===== config.mk =====
export PLATFORM = sky130hd
export DESIGN_NAME = derivative_register_map_ports
export DESIGN_NICKNAME = d
export VERILOG_FILES = /design/src/hdl/deriv_regs_pkg.sv /design/src/hdl/derivative_register_map_ports.sv
export SDC_FILE = /design/constraint.sdc
export NUM_CORES = 1
export LEC_CHECK = 0
export BUFFER_PORTS_ARGS = -buffer_cell sky130_fd_sc_hd__buf_4
export CAP_MARGIN = 40
export CELL_PAD_IN_SITES_DETAIL_PLACEMENT = 1
export CELL_PAD_IN_SITES_GLOBAL_PLACEMENT = 1
export CORE_MARGIN = 10
export CORE_UTILIZATION = 25
export DETAILED_ROUTE_END_ITERATION = 7
export GPL_ROUTABILITY_DRIVEN = 0
export PLACE_DENSITY_LB_ADDON = 0.1
export SYNTH_ARGS = -nofsm -noshare
export SYNTH_HDL_FRONTEND = slang
export SYNTH_SLANG_ARGS = --single-unit
export TNS_END_PERCENT = 50

===== constraint.sdc =====
create_clock -name mclk_in -period 1.7 [get_ports mclk_in]
set_input_delay 0.17 -clock mclk_in [delete_from_list [all_inputs] [get_ports mclk_in]]
set_output_delay 0.17 -clock mclk_in [all_outputs]
set_load 0.01 [all_outputs]

===== src/hdl/deriv_regs_pkg.sv =====
// Constants for the derivative register bank: offsets, fields, options.
// Assumes an 8-bit address space on a single 100 MHz core clock.
package deriv_regs_pkg;

  // ---------------------------------------------------------------
  // Register offsets
  // ---------------------------------------------------------------
  localparam logic [7:0] EEPROM_BYTE_POINTER_ADR       = 8'h01;
  localparam logic [7:0] EEPROM_DATA_PORT_ADR          = 8'h03;
  localparam logic [7:0] EEPROM_CYCLE_CONTROL_ADR      = 8'h04;
  localparam logic [7:0] TIMER_TWO_RELOAD_ADR          = 8'h05;
  localparam logic [7:0] TIMER_TWO_COUNT_ADR           = 8'h06;
  localparam logic [7:0] FACTORY_TEST_ADR              = 8'h07;
  localparam logic [7:0] HIGH_TONE_FREQUENCY_ADR       = 8'h11;
  localparam logic [7:0] LOW_TONE_FREQUENCY_ADR        = 8'h12;
  localparam logic [7:0] TONE_CLOCK_MELODY_CONTROL_ADR = 8'h13;
  localparam logic [7:0] AUX_PORT_A_PINS_ADR           = 8'h30;
  localparam logic [7:0] AUX_PORT_B_PINS_ADR           = 8'h31;
  localparam logic [7:0] AUX_PORT_A_LATCH_ADR          = 8'h32;
  localparam logic [7:0] AUX_PORT_B_LATCH_ADR          = 8'h33;

  // ---------------------------------------------------------------
  // Field layouts and reset value
  // ---------------------------------------------------------------
  localparam logic [7:0] POINTER_MASK   = 8'h7F;
  localparam logic [7:0] CONTROL_MASK   = 8'hFE;
  localparam logic [7:0] TONE_CTRL_MASK = 8'h07;
  localparam int GENERAL_TIMER_RUN_BIT  = 7;
  localparam int TIMER_IRQ_ENABLE_BIT   = 6;
  localparam int TIMER_EXPIRED_FLAG_BIT = 5;
  localparam int NVM_CYCLE_GO_BIT       = 4;
  localparam logic [7:0] CYCLE_BITS_MASK = 8'h1E;
  localparam int TONE_CLOCK_OUT_ENABLE_BIT  = 2;
  localparam int DIVIDE_BY_THREE_SELECT_BIT = 1;
  localparam int MELODY_OUT_ENABLE_BIT      = 0;
  localparam logic [7:0] REG_RESET = 8'h00;

  // ---------------------------------------------------------------
  // Mask options and tone clock divider
  // ---------------------------------------------------------------
  localparam logic [1:0] OPT_STANDARD   = 2'h1;
  localparam logic [1:0] OPT_OPEN_DRAIN = 2'h2;
  localparam logic [1:0] OPT_PUSH_PULL  = 2'h3;
  localparam logic [1:0] DIV_HALF_TWO   = 2'h1;
  localparam logic [1:0] DIV_HALF_THREE = 2'h2;
  localparam int TONE_CLOCK_LINE = 15;

endpackage : deriv_regs_pkg


===== src/hdl/derivative_register_map_ports.sv =====
// Derivative register bank with two 8-line auxiliary ports and the
// melody and tone clock pin drivers.
// Assumes the core on mclk_in drives a plain strobe register port;
// pin inputs are asynchronous; EEPROM and timer logic sit outside.
//
// Overview of operation
// - Port A pin levels read back at 30h, read only.
// - Port B pin levels read back at 31h, read only.
// - Melody pin push-pull for options 1 and 3, open-drain for 2.
// - Tone clock pin push-pull for options 1 and 3, open-drain for 2.
// - Byte pointer at 01h holds 7 bits; bit 7 reads zero.
// - EEPROM data register at 03h, 8 bits read and write.
// - Cycle control at 04h: run, irq enable, flag, go, op code; bit 0 zero.
// - Timer two reload at 05h, 8 bits read and write.
// - High tone frequency at 11h is write only.
// - Low tone frequency at 12h is write only.
// - Control at 13h: tone clock enable, divide by three, melody enable.
// - Port A latch at 32h, 8 bits read and write.
// - Port B latch at 33h, 8 bits read and write.
// - Reset clears every derivative register.
//
// Implementation choice: the plain strobed port.
`timescale 1ns/100ps

module derivative_register_map_ports #(
  parameter logic [1:0] port_a_option   = deriv_regs_pkg::OPT_STANDARD,
  parameter logic [1:0] port_b_option   = deriv_regs_pkg::OPT_STANDARD,
  parameter logic [1:0] melody_option   = deriv_regs_pkg::OPT_STANDARD,
  parameter logic [1:0] tone_clk_option = deriv_regs_pkg::OPT_STANDARD
) (
  // Clock and reset
  input  wire logic        mclk_in,
  input  wire logic        rst_n_in,
  // Register port
  input  wire logic [7:0]  addr_in,
  input  wire logic [7:0]  wdata_in,
  input  wire logic        wr_in,
  input  wire logic        rd_in,
  output logic      [7:0]  rdata_out,
  // EEPROM and timer two side
  input  wire logic [7:0]  timer_two_count_in,
  input  wire logic        timer_expired_set_in,
  input  wire logic        nvm_cycle_done_in,
  output logic      [7:0]  eeprom_byte_pointer_out,
  output logic      [7:0]  eeprom_data_port_out,
  output logic      [7:0]  eeprom_cycle_control_out,
  output logic      [7:0]  timer_two_reload_out,
  output logic             eeprom_data_wr_out,
  output logic             eeprom_data_rd_out,
  // Tone generator side
  output logic      [7:0]  high_tone_frequency_out,
  output logic      [7:0]  low_tone_frequency_out,
  output logic      [2:0]  tone_clock_melody_control_out,
  input  wire logic        melody_src_in,
  // Melody pin
  output logic             melody_pin_out,
  output logic             melody_pin_oe_out,
  // Auxiliary port pins, A in bits 7:0, B in bits 15:8
  input  wire logic [15:0] aux_pins_in,
  output logic      [15:0] aux_pins_out,
  output logic      [15:0] aux_pins_oe_out
);

  // ---------------------------------------------------------------
  // Pin synchronisers
  // ---------------------------------------------------------------
  logic [15:0] pins_meta_reg;
  logic [15:0] pins_sync_reg;

  always_ff @(posedge mclk_in or negedge rst_n_in)
  begin
    if (!rst_n_in)
    begin
      pins_meta_reg <= 16'h0000;
      pins_sync_reg <= 16'h0000;
    end
    else
    begin
      pins_meta_reg <= aux_pins_in;
      pins_sync_reg <= pins_meta_reg;
    end
  end

  // ---------------------------------------------------------------
  // Register writes
  // ---------------------------------------------------------------
  logic [7:0] ctrl_next;
  logic [7:0] ctrl_written;

  always_comb
  begin
    ctrl_written = wdata_in & deriv_regs_pkg::CONTROL_MASK;
    ctrl_next    = eeprom_cycle_control_out;
    if (wr_in && addr_in == deriv_regs_pkg::EEPROM_CYCLE_CONTROL_ADR)
      ctrl_next = ctrl_written;
    // End of an EEPROM cycle drops go and op code
    if (nvm_cycle_done_in)
      ctrl_next = ctrl_next & ~deriv_regs_pkg::CYCLE_BITS_MASK;
    // Hardware set beats a software clear in the same cycle
    if (timer_expired_set_in)
      ctrl_next[deriv_regs_pkg::TIMER_EXPIRED_FLAG_BIT] = 1'b1;
  end

  always_ff @(posedge mclk_in or negedge rst_n_in)
  begin
    if (!rst_n_in)
      eeprom_cycle_control_out <= deriv_regs_pkg::REG_RESET;
    else
      eeprom_cycle_control_out <= ctrl_next;
  end

  always_ff @(posedge mclk_in or negedge rst_n_in)
  begin
    if (!rst_n_in)
    begin
      eeprom_byte_pointer_out       <= deriv_regs_pkg::REG_RESET;
      eeprom_data_port_out          <= deriv_regs_pkg::REG_RESET;
      timer_two_reload_out          <= deriv_regs_pkg::REG_RESET;
      high_tone_frequency_out       <= deriv_regs_pkg::REG_RESET;
      low_tone_frequency_out        <= deriv_regs_pkg::REG_RESET;
      tone_clock_melody_control_out <= 3'h0;
    end
    else if (wr_in)
    begin
      // Unlisted offsets, 07h included, fall through untouched
      case (addr_in)
        deriv_regs_pkg::EEPROM_BYTE_POINTER_ADR:
          eeprom_byte_pointer_out <= wdata_in & deriv_regs_pkg::POINTER_MASK;
        deriv_regs_pkg::EEPROM_DATA_PORT_ADR:
          eeprom_data_port_out <= wdata_in;
        deriv_regs_pkg::TIMER_TWO_RELOAD_ADR:
          timer_two_reload_out <= wdata_in;
        deriv_regs_pkg::HIGH_TONE_FREQUENCY_ADR:
          high_tone_frequency_out <= wdata_in;
        deriv_regs_pkg::LOW_TONE_FREQUENCY_ADR:
          low_tone_frequency_out <= wdata_in;
        deriv_regs_pkg::TONE_CLOCK_MELODY_CONTROL_ADR:
          tone_clock_melody_control_out <= wdata_in[2:0];
        default:
          tone_clock_melody_control_out <= tone_clock_melody_control_out;
      endcase
    end
  end

  // Port latches, kept apart: they feed the pin drivers directly
  logic [15:0] aux_latch_reg;

  always_ff @(posedge mclk_in or negedge rst_n_in)
  begin
    if (!rst_n_in)
      aux_latch_reg <= 16'h0000;
    else if (wr_in && addr_in == deriv_regs_pkg::AUX_PORT_A_LATCH_ADR)
      aux_latch_reg[7:0] <= wdata_in;
    else if (wr_in && addr_in == deriv_regs_pkg::AUX_PORT_B_LATCH_ADR)
      aux_latch_reg[15:8] <= wdata_in;
  end

  // Data strobes let the EEPROM side load or fetch a byte
  always_ff @(posedge mclk_in or negedge rst_n_in)
  begin
    if (!rst_n_in)
    begin
      eeprom_data_wr_out <= 1'b0;
      eeprom_data_rd_out <= 1'b0;
    end
    else
    begin
      eeprom_data_wr_out <= wr_in && addr_in == deriv_regs_pkg::EEPROM_DATA_PORT_ADR;
      eeprom_data_rd_out <= rd_in && addr_in == deriv_regs_pkg::EEPROM_DATA_PORT_ADR;
    end
  end

  // ---------------------------------------------------------------
  // Read path
  // ---------------------------------------------------------------
  logic [7:0] rdata_next;

  always_comb
  begin
    rdata_next = 8'h00;
    if (rd_in)
    begin
      case (addr_in)
        deriv_regs_pkg::EEPROM_BYTE_POINTER_ADR:
          rdata_next = eeprom_byte_pointer_out & deriv_regs_pkg::POINTER_MASK;
        deriv_regs_pkg::EEPROM_DATA_PORT_ADR:
          rdata_next = eeprom_data_port_out;
        deriv_regs_pkg::EEPROM_CYCLE_CONTROL_ADR:
          rdata_next = eeprom_cycle_control_out & deriv_regs_pkg::CONTROL_MASK;
        deriv_regs_pkg::TIMER_TWO_RELOAD_ADR:
          rdata_next = timer_two_reload_out;
        deriv_regs_pkg::TIMER_TWO_COUNT_ADR:
          rdata_next = timer_two_count_in;
        deriv_regs_pkg::TONE_CLOCK_MELODY_CONTROL_ADR:
          rdata_next = {5'h00, tone_clock_melody_control_out};
        deriv_regs_pkg::AUX_PORT_A_PINS_ADR:
          rdata_next = pins_sync_reg[7:0];
        deriv_regs_pkg::AUX_PORT_B_PINS_ADR:
          rdata_next = pins_sync_reg[15:8];
        deriv_regs_pkg::AUX_PORT_A_LATCH_ADR:
          rdata_next = aux_latch_reg[7:0];
        deriv_regs_pkg::AUX_PORT_B_LATCH_ADR:
          rdata_next = aux_latch_reg[15:8];
        // Write-only tone registers and test address read zero
        default:
          rdata_next = 8'h00;
      endcase
    end
  end

  always_ff @(posedge mclk_in or negedge rst_n_in)
  begin
    if (!rst_n_in)
      rdata_out <= 8'h00;
    else
      rdata_out <= rdata_next;
  end

  // ---------------------------------------------------------------
  // Tone clock divider
  // ---------------------------------------------------------------
  // Half period of two or three cycles; restarts while disabled
  logic [1:0] div_cnt_reg;
  logic       tone_clk_reg;
  logic [1:0] div_limit;
  logic       tone_clk_on;

  assign tone_clk_on = tone_clock_melody_control_out[deriv_regs_pkg::TONE_CLOCK_OUT_ENABLE_BIT];
  assign div_limit = tone_clock_melody_control_out[deriv_regs_pkg::DIVIDE_BY_THREE_SELECT_BIT]
                   ? deriv_regs_pkg::DIV_HALF_THREE : deriv_regs_pkg::DIV_HALF_TWO;

  always_ff @(posedge mclk_in or negedge rst_n_in)
  begin
    if (!rst_n_in)
    begin
      div_cnt_reg  <= 2'h0;
      tone_clk_reg <= 1'b0;
    end
    else if (!tone_clk_on)
    begin
      div_cnt_reg  <= 2'h0;
      tone_clk_reg <= 1'b0;
    end
    else if (div_cnt_reg >= div_limit)
    begin
      div_cnt_reg  <= 2'h0;
      tone_clk_reg <= ~tone_clk_reg;
    end
    else
      div_cnt_reg <= div_cnt_reg + 2'h1;
  end

  // ---------------------------------------------------------------
  // Pin drivers
  // ---------------------------------------------------------------
  // Standard port lines other than the tone clock line pull low only; the weak pull-up is outside
  logic [15:0] pin_val;
  logic [15:0] pin_oe;

  genvar gi;
  generate
    for (gi = 0; gi < 16; gi = gi + 1)
    begin : g_line
      localparam logic [1:0] OPT = (gi < 8) ? port_a_option : port_b_option;
      if (gi == deriv_regs_pkg::TONE_CLOCK_LINE)
      begin : g_dco
        logic v;
        assign v = tone_clk_on ? tone_clk_reg : aux_latch_reg[gi];
        assign pin_val[gi] = (tone_clk_option == deriv_regs_pkg::OPT_OPEN_DRAIN)
                           ? 1'b0 : v;
        assign pin_oe[gi]  = (tone_clk_option == deriv_regs_pkg::OPT_OPEN_DRAIN)
                           ? ~v : 1'b1;
      end
      else
      begin : g_plain
        assign pin_val[gi] = (OPT == deriv_regs_pkg::OPT_PUSH_PULL)
                           ? aux_latch_reg[gi] : 1'b0;
        assign pin_oe[gi]  = (OPT == deriv_regs_pkg::OPT_PUSH_PULL)
                           ? 1'b1 : ~aux_latch_reg[gi];
      end
    end
  endgenerate

  logic mdy_v;
  logic mdy_od;

  assign mdy_v  = tone_clock_melody_control_out[deriv_regs_pkg::MELODY_OUT_ENABLE_BIT]
                ? melody_src_in : 1'b1;
  assign mdy_od = (melody_option == deriv_regs_pkg::OPT_OPEN_DRAIN);

  always_ff @(posedge mclk_in or negedge rst_n_in)
  begin
    if (!rst_n_in)
    begin
      aux_pins_out      <= 16'h0000;
      aux_pins_oe_out   <= 16'h0000;
      melody_pin_out    <= 1'b0;
      melody_pin_oe_out <= 1'b0;
    end
    else
    begin
      aux_pins_out      <= pin_val;
      aux_pins_oe_out   <= pin_oe;
      melody_pin_out    <= mdy_od ? 1'b0 : mdy_v;
      melody_pin_oe_out <= mdy_od ? ~mdy_v : 1'b1;
    end
  end
endmodule : derivative_register_map_ports


; Yosys cells after proc, flatten, opt, wreduce, memory -nomap -nowiden
; Cells that the tools add are included.
[op_classes]
n_addsub = 1
n_lt_le_gt_ge = 1
eq_ne = 13
muxes = 12
bitwise_logic = 17
n_reduce_logical = 13
[ops]
columns = op, n
row1 = one-hot mux 8 bit (10 select lines), 1
row2 = == test 8 x 6 -> 1 bit (second input constant), 4
row3 = == test 8 x 3 -> 1 bit (second input constant), 3
row4 = == test 8 x 5 -> 1 bit (second input constant), 3
row5 = inverter 1 bit, 17
row6 = two-way mux 8 bit, 2
row7 = AND reduction 2 bit, 7
row8 = == test 8 x 1 -> 1 bit (second input constant), 1
row9 = == test 8 x 2 -> 1 bit (second input constant), 1
row10 = two-way mux 2 bit, 3
row11 = logical AND 1 bit, 5
row12 = two-way mux 1 bit, 5
row13 = two-way mux 5 bit, 1
row14 = adder 2 x 1 -> 2 bit (second input constant), 1
row15 = >= comparator 2 bit, 1
row16 = inequality test 2 x 1 -> 1 bit (second input constant), 1
row17 = nonzero test 2 bit, 1
[totals]
reg_bits = 130
output_inout_bits = 95
elab_cells = 78

; Depth between registers and ports, before layout
[depth]
depth_word = 4
mapped_depth = 6
mapped_depth_nobuf = 6

; Worst setup path after synthesis
; OpenSTA, ideal clock, no wires.
[synth_timing]
path_type = in2reg
startpoint = input addr_in[4]
endpoint = register timer_two_reload_out[0]
setup_ps = 125
t_arrival_ps = 1554
required_ps = 1575
slack_ps = 21
stages = 5
cell_sequence = or4_1 -> buf_6 -> nor3b_4 -> nand2_4 -> mux2_2
[synth_between]
elab_chain_cells = 2
[synth_lines]
columns = item, line_no
row1 = from (decl), derivative_register_map_ports.sv:35  ; input wire logic [7:0] addr_in,
row2 = == test 8 x 3 -> 1 bit, derivative_register_map_ports.sv:126  ; case (addr_in)
row3 = AND reduction 2 bit (no line), n/a
row4 = to (signal assigned), derivative_register_map_ports.sv:118  ; timer_two_reload_out <= deriv_regs_pkg::REG_RESET;
row5 = to (signal assigned), derivative_register_map_ports.sv:132  ; timer_two_reload_out <= wdata_in;
row6 = to (decl), derivative_register_map_ports.sv:47  ; output logic [7:0] timer_two_reload_out,
; Every way passes these cells.
; A chain may end at the register's enable or synchronous reset.

; Worst setup path after layout
[layout_timing]
startpoint = input addr_in[4]
endpoint = register eeprom_data_port_out[2]
[layout_between]
elab_chain_cells = 2
[layout_lines]
columns = item, line_no
row1 = == test 8 x 2 -> 1 bit, derivative_register_map_ports.sv:126
row2 = AND reduction 2 bit (no line), n/a
row3 = to (signal assigned), derivative_register_map_ports.sv:117  ; eeprom_data_port_out <= deriv_regs_pkg::REG_RESET;
row4 = to (signal assigned), derivative_register_map_ports.sv:130  ; eeprom_data_port_out <= wdata_in;
row5 = to (decl), derivative_register_map_ports.sv:45  ; output logic [7:0] eeprom_data_port_out,
; Every way passes these cells.

==> out/qor.yml <==
drtIter0Drc: 161
worstSetupPathType: "input port to flip-flop"
post_synth_fa_ha_maj_area_fraction_pct: 0.7220
postRouteAntennaNets: 0
max-clock-path-buffers: 2
fin_crit_ns: 1.531
peakVddDrop_v: 0.0005996
slowest_delay_ns: 0.57
share_clk_of_total_power_pct: 47.1
timing.final.crit_share_pct: 90.07
post_cts_resize_count: 0
timing.critical_path.arrival_ns: 1.83
setup.worst_path.end_class: "flip-flop"
fp.dieArea_sq_mm: 0.02696
synth_enable_flop_cells: 0
crit_path_max_fanout: 10
required_ns: 2.00
basic_gate_share_of_the_synthesized_area_counting_and_or_nand_and_nor_cells_pct: 8.014
vias: 3614
r2r.worst_path.cells: 6
most_used_dff_post_synth: "sky130_fd_sc_hd__dfrtp_1"
avgSynthCellArea_sq_um: 13.94
global_route_wire_length_before_repair_um: 26250
syn_to_layout_area_delta_pct: 43.90
synth_area_sq_mm: 0.005199
pwr_density_cell_mw_per_mm2: 995.2
wl_per_cell_um: 20.30
clkTransAtPathRegs_ns: 0.06
drive_gt1_share_pct: 48.01
slew_headroom_pct: 57.24
critical_path.cell_chain: "buf_4, or4_1, buf_12, nor4_4, nand2_4, mux2_2"
synthesis.instances: 373
hold_depth: 2
tightest_slew_ns: 0.6345
timing.fmax_mhz: 653.1
drt_pass1_iterations: 4
grt.overflow.total: 0
switching_share_pct: 24.98
yosys_register_bits: 128
finalHoldViolations: 0
drt-total-wl_um: 17200
synth_async_sr_flop_share_pct: 100.0
clock_network_latency_to_the_later_pin_of_the_worst_skew_pair_ns: 0.42
placementRows: 52
hold_path.class: "input port to flip-flop"
finalSetupViolCount: 0
setup_ws_ns: 0.1688
routed_via_density: 4.267
crit_path_top_delay_cell: "sky130_fd_sc_hd__or4_1"
die_x_um: 164.2
grt_setup_unrepaired: "false"
p_comb_share_pct: 9.3
synthDistinctLibCells: 50
synth_top_family_by_area: "multiplexers"
floorplan.io_pins: 142
cts_inserted_buffers: 17
share_of_the_synthesized_netlist_area_taken_by_xor_and_xnor_gates_pct: 0.1685
antenna-diode-count: 0
design_power_total_uw: 7445
design.final.nets: 614
ctsHtreeMaxLevel: 4
clkSinkCount: 128
drv.max_cap_violation_count: 0
core_region_area_sq_mm: 0.02036
crit_path_start_kind: "input port"
clockRootBuffer: "sky130_fd_sc_hd__clkbuf_16"
slew_viol_final: 0
yosysWarningCount: 0
first_global_vias: 4253
tritoncts_clock_tree: "yes"
grt_antenna_before_repair: 0
outcome: "complete, no violations"
worst-r2r-setup-slack_ns: 0.24
global_router_s_overall_resource_usage_pct: 13.13
die_h_um: 164.2
floorplan.initialDensity_pct: 25.53
place_ws_ns: -0.2543
synth.mux.area_fraction_pct: 19.21
port_buffers: 124
grt_max_degree: 49
internal-power_uw: 5586
p_leak_uw: 0.003662
place_hpwl_um: 12980
synth-seq-area-share_pct: 61.61
timing.clock.skew_ns: 0.004935
synth_compound_area_share_pct: 4.958
p_switching_uw: 1860
drt_drc_violations_left: 0
share_seq_of_total_power_pct: 43.6
per-layer routing:
layer	track usage [%]	wire length (um)	vias up
met3	5.181	1435	18
met2	20.46	8070	112
met1	16.15	7413	1814
met4	4.630	278	0
met5	0	0	-
li1	-	-	1670
worst max-delay path, delay by kind of cell:
family                 cells  cell delay (ns)
buffers and inverters      2             0.29
muxes                      1             0.31
and+or+nand+nor            3             1.05
final cells by class:
cell class	count	area [sq um]
Inverter	21	78.83
Clock buffer	18	439.2
Clock inverter	14	130.1
Fill cell	2194	12880
Timing Repair Buffer	185	1505
Multi-Input combinational cell	211	1787
Sequential cell	128	3203
Tap cell	270	337.8
power by group through the flow:
| stage | clock, uW | sequential (uW) | combinational (uW) |
|---|---|---|---|
| 3_3_place_gp | 0 | 3300 | 662 |
| 4_1_cts | 3630 | 3250 | 713 |
| 2_1_floorplan | 0 | 3320 | 241 |
| 5_1_grt | 3770 | 3260 | 766 |
| 3_5_place_dp | 0 | 3300 | 672 |
| 6_report | 3500 | 3250 | 694 |
kinds of logic (layout without fill, tap and decap cells):
logic type                 Yosys count  count (layout)
DFF                                128             128
muxes                               91              91
and+or+nand+nor                     62              62
buffers and inverters               50             238
AOI/OAI and AO/OA                   36              36
adders and majority gates            3               3
other                                2              18
xor gates and xnor gates             1               1
through the flow:
| stage | TNS [ns] | hold WS, ns | utilization [%] | instance area [sq um] | cells |
|---|---|---|---|---|---|
| floorplan | 0 | -0.1256 | - | 5259 | 389 |
| global placement | -6.285 | 0.09727 | 32.88 | 6696 | 793 |
| detailed placement | -7.867 | 0.1054 | 32.91 | 6701 | 794 |
| CTS | 0 | 0.05452 | 36.74 | 7481 | 847 |
| global route | 0 | 0.06744 | 36.74 | 7481 | 847 |
| finish | 0 | 0.06614 | 36.74 | 7481 | 847 |
cells in the mapped netlist (4+ instances only):
master	number	area, sq um
sky130_fd_sc_hd__nand3_1	4	20.02
sky130_fd_sc_hd__nand2_1	4	15.01
sky130_fd_sc_hd__nand3b_1	4	30.03
sky130_fd_sc_hd__a22oi_1	10	75.07
sky130_fd_sc_hd__mux2i_1	21	210.2
sky130_fd_sc_hd__nand4_1	4	25.02
sky130_fd_sc_hd__mux2_2	70	788.3
sky130_fd_sc_hd__a21oi_1	8	40.04
sky130_fd_sc_hd__buf_4	18	135.1
sky130_fd_sc_hd__inv_1	21	78.83
sky130_fd_sc_hd__and2_1	5	31.28
sky130_fd_sc_hd__buf_2	5	25.02
sky130_fd_sc_hd__nor2_1	12	45.04
sky130_fd_sc_hd__nor3_1	5	25.02
sky130_fd_sc_hd__o22ai_1	5	31.28
sky130_fd_sc_hd__dfrtp_1	128	3203
what timing repair did:
item	4_1_cts	5_1_grt
setup buffers	0	0
hold buffers	21	0
hold endpoints to repair	60	0
path summary, 6_finish.rpt:
check,startpoint,endpoint
worst min-delay path,wdata_in[5],low_tone_frequency_out[5]
worst max-delay path,addr_in[4],eeprom_data_port_out[2]
max in group asynchronous,rst_n_in,eeprom_data_wr_out
worst min register to register,pins_meta_reg[9],pins_sync_reg[9]
min in group asynchronous,rst_n_in,pins_meta_reg[7]
worst max register to register,tone_clock_melody_control_out[1],tone_clk_reg
layout by cell type, fill, tap and decap left out, types with 5 or more instances in the layout:
| cell type | n |
|---|---|
| sky130_fd_sc_hd__o22ai_1 | 5 |
| sky130_fd_sc_hd__mux2_2 | 70 |
| sky130_fd_sc_hd__dfrtp_1 | 128 |
| sky130_fd_sc_hd__buf_12 | 5 |
| sky130_fd_sc_hd__clkbuf_16 | 17 |
| sky130_fd_sc_hd__inv_1 | 21 |
| sky130_fd_sc_hd__a21oi_1 | 8 |
| sky130_fd_sc_hd__dlygate4sd3_1 | 21 |
| sky130_fd_sc_hd__mux2i_1 | 21 |
| sky130_fd_sc_hd__a22oi_1 | 10 |
| sky130_fd_sc_hd__nor3_1 | 5 |
| sky130_fd_sc_hd__buf_4 | 157 |
| sky130_fd_sc_hd__and2_1 | 5 |
| sky130_fd_sc_hd__nor2_1 | 12 |
| sky130_fd_sc_hd__conb_1 | 18 |
Note: power is estimated with default switching activity, not from simulation.
